===== src/pkg/tte_pkg.sv =====
//==============================================================
// Thermal trip event status constants
//==============================================================
// Behaviour
// - Status bits show which thermal condition raised the error or interrupt.
// - A status bit clears only on a written one; otherwise it holds.
// - Catastrophic threshold falling through trip point sets status bit 9.
// - Hot threshold falling through trip point sets status bit 8.
// - Auxiliary threshold falling through trip point sets status bit 7.
// - Catastrophic threshold rising through trip point sets status bit 4.
// - Hot threshold rising through trip point sets status bit 3.
// - Auxiliary threshold rising through trip point sets status bit 2.
// - Reset returns status and SMI select registers to zero.
// - SMI select bit 2 lets a catastrophic trip send an SMI message.
// - SMI select bit 1 lets a hot trip send an SMI message.
// - SMI select bit 0 lets an auxiliary trip send an SMI message.
// - Per-threshold SMI selects act only with the global SMI enable.
package tte_pkg;

   // Bus geometry; printed offsets are register indices, byte address is index times four.
   localparam int unsigned ADDR_W      = 16;
   localparam int unsigned IDX_SHIFT   = 2;
   localparam logic [11:0] STATUS_IDX  = 12'hcea;
   localparam logic [11:0] SMI_SEL_IDX = 12'hcf1;
   localparam logic [11:0] IRQ_ST_IDX  = 12'hcf8;
   localparam logic [11:0] IRQ_MSK_IDX = 12'hcf9;
   localparam logic [11:0] CTRL_IDX    = 12'hcfa;

   // Threshold indices, matching the SMI select bit positions.
   localparam int unsigned THR_N   = 3;
   localparam int unsigned THR_AUX = 0;
   localparam int unsigned THR_HOT = 1;
   localparam int unsigned THR_CAT = 2;

   // Status bit of each threshold's rising and falling trip, indexed by threshold.
   localparam int unsigned RISE_POS [THR_N] = '{2, 3, 4};
   localparam int unsigned FALL_POS [THR_N] = '{7, 8, 9};

   // Register widths, implemented bits and reset values.
   localparam int unsigned STATUS_W    = 16;
   localparam logic [15:0] STATUS_IMPL = 16'h039c;
   localparam logic [15:0] STATUS_RST  = 16'h0000;
   localparam logic [7:0]  SMI_IMPL    = 8'h07;
   localparam logic [7:0]  SMI_RST     = 8'h00;
   localparam logic [15:0] MASK_RST    = 16'h0000;
   localparam int unsigned CTRL_GSMI   = 0;

endpackage


===== src/design/tte_trip_edge.sv =====
//==============================================================
// Trip edge detector
//==============================================================
module tte_trip_edge #(
   parameter int unsigned N = 3
) (
   input  wire logic         clk,
   input  wire logic         rst_n,
   input  wire logic [N-1:0] level,
   output logic      [N-1:0] rise,
   output logic      [N-1:0] fall
);
   import tte_pkg::*;

   typedef struct packed {
      logic [N-1:0] prev;
   } tte_edge_s;

   tte_edge_s st;
   tte_edge_s next_st;

   // Remembers the last comparator level of each threshold.
   always_comb begin
      next_st      = st;
      next_st.prev = level;
   end

   always_ff @(posedge clk or negedge rst_n) begin
      if (!rst_n) begin
         st <= '0;
      end else begin
         st <= next_st;
      end
   end

   // A change of level against the stored one is a trip through the point.
   assign rise = level & ~st.prev;
   assign fall = st.prev & ~level;
endmodule


===== src/design/tte_sticky_bank.sv =====
//==============================================================
// Sticky flag bank
//==============================================================
module tte_sticky_bank #(
   parameter int unsigned      W    = 16,
   parameter logic [W-1:0]     IMPL = '1
) (
   input  wire logic         clk,
   input  wire logic         rst_n,
   input  wire logic [W-1:0] set,
   input  wire logic [W-1:0] clr,
   output logic      [W-1:0] q
);
   import tte_pkg::*;

   typedef struct packed {
      logic [W-1:0] flag;
   } tte_sticky_s;

   tte_sticky_s st;
   tte_sticky_s next_st;

   // A set in the clearing cycle wins; bits outside IMPL never hold a one.
   always_comb begin
      next_st      = st;
      next_st.flag = (set | (st.flag & ~clr)) & IMPL;
   end

   always_ff @(posedge clk or negedge rst_n) begin
      if (!rst_n) begin
         st <= '0;
      end else begin
         st <= next_st;
      end
   end

   assign q = st.flag;
endmodule


===== src/design/tte_thermal_trip_event_status.sv =====
//==============================================================
// Thermal trip event status and SMI gating
//==============================================================
//
// Chosen here: register access over APB.
module tte_thermal_trip_event_status (
   input  wire logic                      sys_clk,
   input  wire logic                      arst_n,
   input  wire logic [tte_pkg::ADDR_W-1:0] paddr,
   input  wire logic                      psel,
   input  wire logic                      penable,
   input  wire logic                      pwrite,
   input  wire logic [31:0]               pwdata,
   input  wire logic [3:0]                pstrb,
   output logic      [31:0]               prdata,
   output logic                           pready,
   output logic                           pslverr,
   input  wire logic                      cat_trip,
   input  wire logic                      hot_trip,
   input  wire logic                      aux_trip,
   output logic                           smi_req,
   output logic      [2:0]                smi_source,
   output logic                           irq
);
   import tte_pkg::*;

   // Main registered state: bus-side registers, the read capture and the SMI pulse.
   typedef struct packed {
      logic [7:0]  smi_sel;
      logic        glob_smi;
      logic [15:0] irq_mask;
      logic [31:0] rdata;
      logic        smi_req;
      logic [2:0]  smi_src;
   } tte_main_s;

   tte_main_s st;
   tte_main_s next_st;

   // Reset copy, trip events, flag banks and bus decode.
   logic              rst_meta;
   logic              rst_n;
   logic [THR_N-1:0]  trip_lvl;
   logic [THR_N-1:0]  rise;
   logic [THR_N-1:0]  fall;
   logic [THR_N-1:0]  smi_gate;
   logic [THR_N-1:0]  smi_fire;
   logic [15:0]       status;
   logic [15:0]       status_set;
   logic [15:0]       status_clr;
   logic [15:0]       irq_stat;
   logic [15:0]       irq_clr;
   logic [31:0]       wmask;
   logic [31:0]       rd_val;
   logic              hit_status;
   logic              hit_sel;
   logic              hit_ist;
   logic              hit_msk;
   logic              hit_ctrl;
   logic              hit_any;
   logic              wr_acc;
   logic              rd_acc;

   //==============================================================
   // Helpers
   //==============================================================
   // True when the bus address is the byte address of a register index.
   function automatic logic reg_hit(input logic [ADDR_W-1:0] a, input logic [11:0] idx);
      reg_hit = (a == ADDR_W'(32'(idx) << IDX_SHIFT));
   endfunction

   // Keeps old bits where the mask is low and takes new ones where it is high.
   function automatic logic [15:0] merge(input logic [15:0] old, input logic [15:0] nw,
                                         input logic [15:0] m);
      merge = (old & ~m) | (nw & m);
   endfunction

   //==============================================================
   // Reset release
   //==============================================================
   // Releases the reset through two flip-flops; only the second is used.
   // Assertion reaches every flop at once; only the release waits for the clock.
   always_ff @(posedge sys_clk or negedge arst_n) begin
      if (!arst_n) begin
         rst_meta <= 1'b0;
         rst_n    <= 1'b0;
      end else begin
         rst_meta <= 1'b1;
         rst_n    <= rst_meta;
      end
   end

   //==============================================================
   // Trip detection and status
   //==============================================================
   // Comparator levels gathered in select-bit order.
   assign trip_lvl[THR_CAT] = cat_trip;
   assign trip_lvl[THR_HOT] = hot_trip;
   assign trip_lvl[THR_AUX] = aux_trip;

   tte_trip_edge #(
      .N (THR_N)
   ) u_edge (
      .clk   (sys_clk),
      .rst_n (rst_n),
      .level (trip_lvl),
      .rise  (rise),
      .fall  (fall)
   );

   // cause identification: each threshold edge maps to its own status bit.
   always_comb begin
      status_set = '0;
      for (int t = 0; t < THR_N; t++) begin
         status_set[RISE_POS[t]] = rise[t];
         status_set[FALL_POS[t]] = fall[t];
      end
   end

   // A clear and a set in one cycle leave the bit set, so no event is lost.
   // write-one clear: only written ones in enabled lanes clear status.
   assign status_clr = (wr_acc && hit_status) ? (pwdata[15:0] & wmask[15:0]) : '0;

   // reserved bits: IMPL keeps them zero whatever is written.
   tte_sticky_bank #(
      .W    (STATUS_W),
      .IMPL (STATUS_IMPL)
   ) u_status (
      .clk   (sys_clk),
      .rst_n (rst_n),
      .set   (status_set),
      .clr   (status_clr),
      .q     (status)
   );

   // Interrupt copy of the events; a read clears only the bits it returned.
   assign irq_clr = (rd_acc && hit_ist) ? st.rdata[15:0] : '0;

   tte_sticky_bank #(
      .W    (STATUS_W),
      .IMPL (STATUS_IMPL)
   ) u_irq (
      .clk   (sys_clk),
      .rst_n (rst_n),
      .set   (status_set),
      .clr   (irq_clr),
      .q     (irq_stat)
   );

   // Level interrupt: high while any event bit stands whose irq_mask bit is set.
   assign irq = |(irq_stat & st.irq_mask);

   //==============================================================
   // SMI message gating
   //==============================================================
   // A trip in either direction of a selected threshold sends one message,
   // registered so that the request and its source change together.
   // global gate, per-threshold selects.
   assign smi_gate = st.smi_sel[THR_N-1:0] & {THR_N{st.glob_smi}};
   assign smi_fire = (rise | fall) & smi_gate;

   //==============================================================
   // APB slave
   //==============================================================
   // Address decode and zero-wait handshake; unmapped places answer with an error.
   assign hit_status = reg_hit(paddr, STATUS_IDX);
   assign hit_sel    = reg_hit(paddr, SMI_SEL_IDX);
   assign hit_ist    = reg_hit(paddr, IRQ_ST_IDX);
   assign hit_msk    = reg_hit(paddr, IRQ_MSK_IDX);
   assign hit_ctrl   = reg_hit(paddr, CTRL_IDX);
   assign hit_any    = hit_status | hit_sel | hit_ist | hit_msk | hit_ctrl;
   assign wr_acc     = psel & penable & pwrite;
   assign rd_acc     = psel & penable & ~pwrite;
   assign pready     = psel & penable;
   assign pslverr    = psel & penable & ~hit_any;

   // Expands byte strobes into a bit mask.
   always_comb begin
      for (int b = 0; b < 4; b++) begin
         wmask[b*8 +: 8] = {8{pstrb[b]}};
      end
   end

   // Read value of the addressed register; unmapped reads return zero.
   always_comb begin
      rd_val = '0;
      if (hit_status) begin
         rd_val[15:0] = status;
      end else if (hit_sel) begin
         rd_val[7:0] = st.smi_sel;
      end else if (hit_ist) begin
         rd_val[15:0] = irq_stat;
      end else if (hit_msk) begin
         rd_val[15:0] = st.irq_mask;
      end else if (hit_ctrl) begin
         rd_val[CTRL_GSMI] = st.glob_smi;
      end
   end

   // Register writes, read capture and the SMI pulse.
   always_comb begin
      next_st = st;
      // Read data is taken in the setup cycle, so the access cycle shows a settled word
      // and a read-clear removes exactly the bits that software is given.
      if (psel && !penable) begin
         next_st.rdata = rd_val;
      end
      if (wr_acc && hit_sel) begin
         next_st.smi_sel = 8'(merge({8'h00, st.smi_sel}, pwdata[15:0], wmask[15:0])) & SMI_IMPL;
      end
      if (wr_acc && hit_msk) begin
         next_st.irq_mask = merge(st.irq_mask, pwdata[15:0], wmask[15:0]) & STATUS_IMPL;
      end
      if (wr_acc && hit_ctrl && pstrb[0]) begin
         next_st.glob_smi = pwdata[CTRL_GSMI];
      end
      next_st.smi_req = |smi_fire;
      next_st.smi_src = smi_fire;
   end

   // reset defaults of the select register and outputs.
   always_ff @(posedge sys_clk or negedge rst_n) begin
      if (!rst_n) begin
         st          <= '0;
         st.smi_sel  <= SMI_RST;
         st.irq_mask <= MASK_RST;
      end else begin
         st <= next_st;
      end
   end

   // Outputs come straight from the registered state.
   assign prdata     = st.rdata;
   assign smi_req    = st.smi_req;
   assign smi_source = st.smi_src;

   // Status bits that survive this cycle's clear.
   logic [15:0] held;
   assign held = status & ~status_clr;
endmodule


===== config.mk =====
export PLATFORM = sky130hd
export DESIGN_NAME = tte_thermal_trip_event_status
export DESIGN_NICKNAME = d
export VERILOG_FILES = /design/src/pkg/tte_pkg.sv /design/src/design/tte_trip_edge.sv /design/src/design/tte_sticky_bank.sv /design/src/design/tte_thermal_trip_event_status.sv
export SDC_FILE = /design/constraint.sdc
export NUM_CORES = 1
export LEC_CHECK = 0
export ABC_AREA = 1
export BUFFER_PORTS_ARGS = -buffer_cell sky130_fd_sc_hd__buf_2
export CORE_MARGIN = 2
export CORE_UTILIZATION = 47
export DETAILED_ROUTE_END_ITERATION = 12
export GPL_ROUTABILITY_DRIVEN = 0
export PLACE_DENSITY = 0.78
export SETUP_SLACK_MARGIN = 0.4
export SKIP_CTS_REPAIR_TIMING = 1
export SLEW_MARGIN = 10
export SYNTH_ARGS = -nofsm -noshare
export SYNTH_HDL_FRONTEND = slang
export SYNTH_SLANG_ARGS = --single-unit

===== constraint.sdc =====
create_clock -name sys_clk -period 2.67 [get_ports sys_clk]
set_input_delay 0.801 -clock sys_clk [delete_from_list [all_inputs] [get_ports sys_clk]]
set_output_delay 0.801 -clock sys_clk [all_outputs]
set_load 0.02 [all_outputs]

==> run metrics, run 1 <==
worst vdd ir=0.000373 V; Hold Slack=roughly 190 ps; most frequent cells in the layout=nand2_1 (72), buf_2 (44), dfrtp_1 (39), inv_1 (38), conb_1 (25); Die Y=around 75 um; router iterations before antenna repair=4; Gate Count Post-Synth=301; Worst-Skew Late Latency=290 ps; core area=4820 sq um; Critical Path RT=roughly 1900 ps; setup_tns=0 ps; commonest non-fill, non-tap cell in the layout=nand2_1; Post-Syn Area=2390 sq um; first-pass GRT wire length=7.88 mm; Critical Path Sink Type=output port; DRT antenna net count=0; ys async rst share=100%; Slew Viols, Final=0; H-Tree Level Count=2; grt ovf=0; vias in the first global route=1867; FF-to-FF End=smi_req; reg-to-reg slack, setup=between 1000 and 1500 ps; CTS sink count=39; drt first-iter violations=78; Tightest Hold Check Type=flop to async pin; DP Wirelength=3.81 mm; Internal=~940 uW; count of final hold-check violations=0; clock period minus worst slack=2530 ps; die footprint=5680 sq um; Top FF cell, synth=dfrtp_1; initial antenna violation count=0; Tcrit/Tclk final=94.9%; max cap viols=0; combinational fraction of design power=between 10% and 20%; WP data arrival=1730 ps; Post-route DRC=0; FMAX=395 MHz; Reg clk slew, reported paths=approximately 70 ps; EDFF count, synth=0; status=completed; Core Rows=25; number of I/O pins=99; crit path from=paddr[11]; FF+latch count, synth=39; RSZ-0062 raised after global routing=true; crit path to=pslverr; All-Layer GR Usage=18.7%; Routed Wire Length=4.92 mm; Die X=75.4 um; CTS max path bufs=2; final setup fails=0; Net Sw Frac=24.6%; clk root buf=clkbuf_8; nets=approximately 420; Filler cells=447; Mean Syn Cell Area=7.96 sq um; FF-to-FF path depth=3; clock network power share=about 40%; Worst Path Class, Setup=primary input to output port; diode count=0; Layout Skew=4.95 ps; CTS Buf Count=5; Syn-to-layout area delta=19.2%; Cell variety after synth=28; critical path peak fanout=6; Synth Warn #=0; Leakage=around 1.6 nW; CTS tree=yes; via/cell ratio=4.68; placed cell areas=~2600 sq um; Reg power frac=48.1%; Pwr Total=1.25 mW; power per cell area=approximately 440 nW/um^2; largest net degree at the start of global routing=27; Critical Path Source Type=primary input; r2r startpoint=u_edge.st[0]; Vias=1971; layout cell share with drive strength beyond 1=31.9%; routed len/inst=11.7 um; register area share after synthesis=40.8%; Finished Cell Area=2860 sq um; IO Port Bufs=48; NetSw=307 uW; Initial Util=49.7%
[routing by layer]
layer  global-route usage (%)  wire length [um]  up-vias
met5                        0                 0        -
met2                     33.2              2550       57
met3                     4.89               285        6
met1                     21.9              2030      932
li1                         -                 -      976
met4                     6.04                46        0
[per-stage QoR]
stage          cells  util, %  setup slack, ps
2_1_floorplan    324        -              309
3_3_place_gp     409     54.5             59.4
3_5_place_dp     409     54.5             54.2
4_1_cts          417     56.9             50.7
5_1_grt          421     59.3              101
6_report         421     59.3              135
[cell usage after synthesis, types with 3 or more instances]
library cell	number	area [sq um]
ha_1	6	75.1
nand2_2	3	18.8
dfrtp_1	39	976
inv_1	40	150
nand2_1	78	293
nand3_2	3	30.0
nor2_2	3	18.8
nor2_8	3	60.1
o21ai_0	3	15.0
o21ai_2	3	26.3
nor2_4	4	45.0
nor2_1	16	60.1
o21ai_1	17	85.1
nand3_1	27	135
inv_2	7	26.3
buf_4	35	263
[how the worst min path moves through the flow]
stage	from	to	slack (ps)	cells after the start
3_5_place_dp	rst_n	smi_source[0]	210	0
2_1_floorplan	rst_meta	rst_n	330	0
5_1_grt	rst_n	async pin	240	0
3_3_place_gp	rst_n	smi_source[0]	190	0
6_report	rst_n	async pin	190	0
4_1_cts	rst_n	st[52]	210	0
[worst max-delay path: stages]
cell and delay, ps:
buf_2 120, nor2_4 120, nand2_4 70, nor2_8 170
nand3_2 120, nand4_1 170, nor2_4 40, buf_6 130
[logic make-up (layout without fill, tap and decap cells)]
kind of cell    count (synthesis)  after routing  synth area share (%)
buf+inv                        84            114                  19.0
simple gates                  145            145                  30.9
compound gates                 25             25                  5.90
other cells                     2             25                 0.314
fa+ha+maj                       6              6                  3.13
flops                          39             39                  40.8
[power by group through the flow]
stage                     combinational [mW]  clock [mW]  sequential, mW
after CTS                              0.139       0.515           0.601
after detailed placement               0.139           0           0.613
final                                  0.147       0.502           0.601
after global placement                 0.135           0           0.613
after global routing                   0.164       0.532           0.602
after floorplan                        0.112           0           0.617
[layout make-up]
cell class | count | area, sq um | share of cell area, %
clock buffer | 6 | 82.6 | 2.89
clock inverter | 2 | 35.0 | 1.23
inverter | 47 | 176 | 6.18
multi-input combinational | 201 | 1150 | 40.4
sequential | 39 | 976 | 34.2
tap | 67 | 83.8 | 2.94
timing repair buffer | 59 | 348 | 12.2
Power figures use the tool's default switching activity.
==> run 2, diff against run 1 <==
--- a/config.mk
+++ b/config.mk
@@ -7,6 +7,7 @@
 export LEC_CHECK = 0
 export ABC_AREA = 1
 export BUFFER_PORTS_ARGS = -buffer_cell sky130_fd_sc_hd__buf_2
+export CORE_ASPECT_RATIO = 0.6
 export CORE_MARGIN = 2
 export CORE_UTILIZATION = 47
 export DETAILED_ROUTE_END_ITERATION = 12
==> run 2 against run 1 <==
Register-to-register slack got worse by 20 ps. Cell area about the same. Global-route usage increased by 0.82 points. Sequential share of layout area about the same. Worst setup slack improved by 23 ps. Clock power about the same. Flip-flop and latch count unchanged. Power increased by 0.37%. Worst hold slack improved by 95 ps. Core utilization decreased by 2.0 points. Via count increased by 0.96%. Critical endpoint unchanged. Largest power group unchanged.
==> run metrics, run 2 (same netlist as run 1, synthesis figures left out) <==
most frequent cells in the layout=nand2_1 (72), buf_2 (45), dfrtp_1 (39), inv_1 (37); placed cell areas=2640 sq um (+0.52%); nets=421 (+0.48%); Die Y=59.3 um (-21%); CTS sink count=39 (unchanged); FF-to-FF End=smi_req; Routed Wire Length=5.28 mm (+7.4%); post-route setup slack=158 ps (+22.7 ps); crit path from=paddr[14]; critical path peak fanout=7 (+1); Tcrit/Tclk final=94.1% (-0.85 points); H-Tree Level Count=2 (unchanged); pre-CTS WS=64.7 ps (+10.5 ps); Vias=1990 (+0.96%); Worst-Skew Late Latency=290 ps (about the same); dpl cells=410 (+0.24%); All-Layer GR Usage=19.5% (+0.82 points); vias in the first global route=1882 (+0.80%); Finished Cell Area=2850 sq um (about the same); DP Wirelength=4.05 mm (+6.2%); Critical Path Sink Type=output port; crit path to=pslverr; grt ovf=0 (unchanged); DRT antenna net count=0 (unchanged); drt first-iter violations=137 (+76%); die footprint=5700 sq um (+0.33%); core area=4980 sq um (+3.4%); status=completed; Critical Path Source Type=primary input; Reg clk slew, reported paths=70 ps (about the same); non-filler instance count after layout=422 (+0.24%); number of I/O pins=99 (unchanged); Core Rows=20 (-20%); setup_tns=0 ps (unchanged); CTS max path bufs=2 (unchanged); FMAX=398 MHz (+0.91%); RSZ-0062 raised after global routing=true; Tightest Hold Check Type=primary input to async pin; worst vdd ir=0.000297 V (-20%); final setup fails=0 (unchanged); routed len/inst=12.5 um (+7.2%); Die X=96.2 um (+28%); WP data arrival=1710 ps (-20 ps); first-pass GRT wire length=8.31 mm (+5.5%); commonest non-fill, non-tap cell in the layout=nand2_1; largest net degree at the start of global routing=38 (+41%); CTS tree=yes; via/cell ratio=4.72 (+0.72%); clk root buf=clkbuf_8; Slew Viols, Final=0 (unchanged); max cap viols=0 (unchanged); reg-to-reg slack, setup=1440 ps (-20 ps); Worst Path Class, Setup=primary input to output port; CTS Buf Count=5 (unchanged); Syn-to-layout area delta=19.2% (about the same); layout cell share with drive strength beyond 1=32.3% (+0.38 points); router iterations before antenna repair=4 (unchanged); FF-to-FF path depth=3 (unchanged); IO Port Bufs=48 (unchanged); count of final hold-check violations=0 (unchanged); Post-route DRC=0 (unchanged); Initial Util=48.1% (-1.6 points); Leakage=1.58 nW (+0.38%); initial antenna violation count=0 (unchanged); power per cell area=440 nW/um^2 (+0.41%); Layout Skew=4.54 ps (-0.410 ps); r2r startpoint=u_edge.st[2]; diode count=0 (unchanged); Critical Path RT=1870 ps (about the same); clock period minus worst slack=2510 ps (-22.7 ps)
[run 2: cell count changes in the layout (fill, tap and decap cells not counted)]
cell	previous run	this run
buf_6	4	2
inv_1	38	37
buf_4	11	13
inv_2	9	10
buf_8	0	1
nand3_1	24	25
nand3_4	1	0
buf_2	44	45
[run 2: area by class of cell]
cell class | count | area [sq um]
clock inverter | 2 | 35.0
multi-input combinational | 201 | 1140
inverter | 47 | 176
fill | 459 | 2130
tap | 66 | 82.6
sequential | 39 | 976
timing repair buffer | 61 | 360
clock buffer | 6 | 82.6
[run 2: routing by layer]
metal / track usage [%] / vias up / wire, um
li1: - / 983 / -
met1: 27.2 / 941 / 2360
met2: 31.6 / 62 / 2550
met3: 4.96 / 4 / 346
met4: 2.86 / 0 / 29
met5: 0 / - / 0
[run 2: worst max-delay path, cell delays in order]
cell and delay [ps]:
buf_8 100, nor2_4 110, nand2_4 70, nor2_8 200, nand3_2 120, nand4_1 130, nor2_4 40, buf_6 130
[run 2: where the power goes]
group	internal, mW	switching (mW)
combinational	0.0454	0.106
sequential	0.596	0.00235
clock	0.302	0.203
[run 2: how the worst min path moves through the flow]
stage	start	endpoint	slack, ps
6_report	arst_n	rst_n	280
5_1_grt	arst_n	rst_meta	270
4_1_cts	arst_n	rst_n	270
3_5_place_dp	rst_n	prdata[8]	300
3_3_place_gp	rst_n	u_edge.st[2]	290
2_1_floorplan	rst_meta	rst_n	330
[run 2: through the flow]
step / hold slack (ps) / power (mW) / utilization [%]
2_1_floorplan: 331 / 0.729 / -
5_1_grt: 273 / 1.30 / 57.3
6_report: 284 / 1.25 / 57.3
4_1_cts: 274 / 1.26 / 55.4
3_3_place_gp: 293 / 0.750 / 53.0
3_5_place_dp: 298 / 0.753 / 53.0
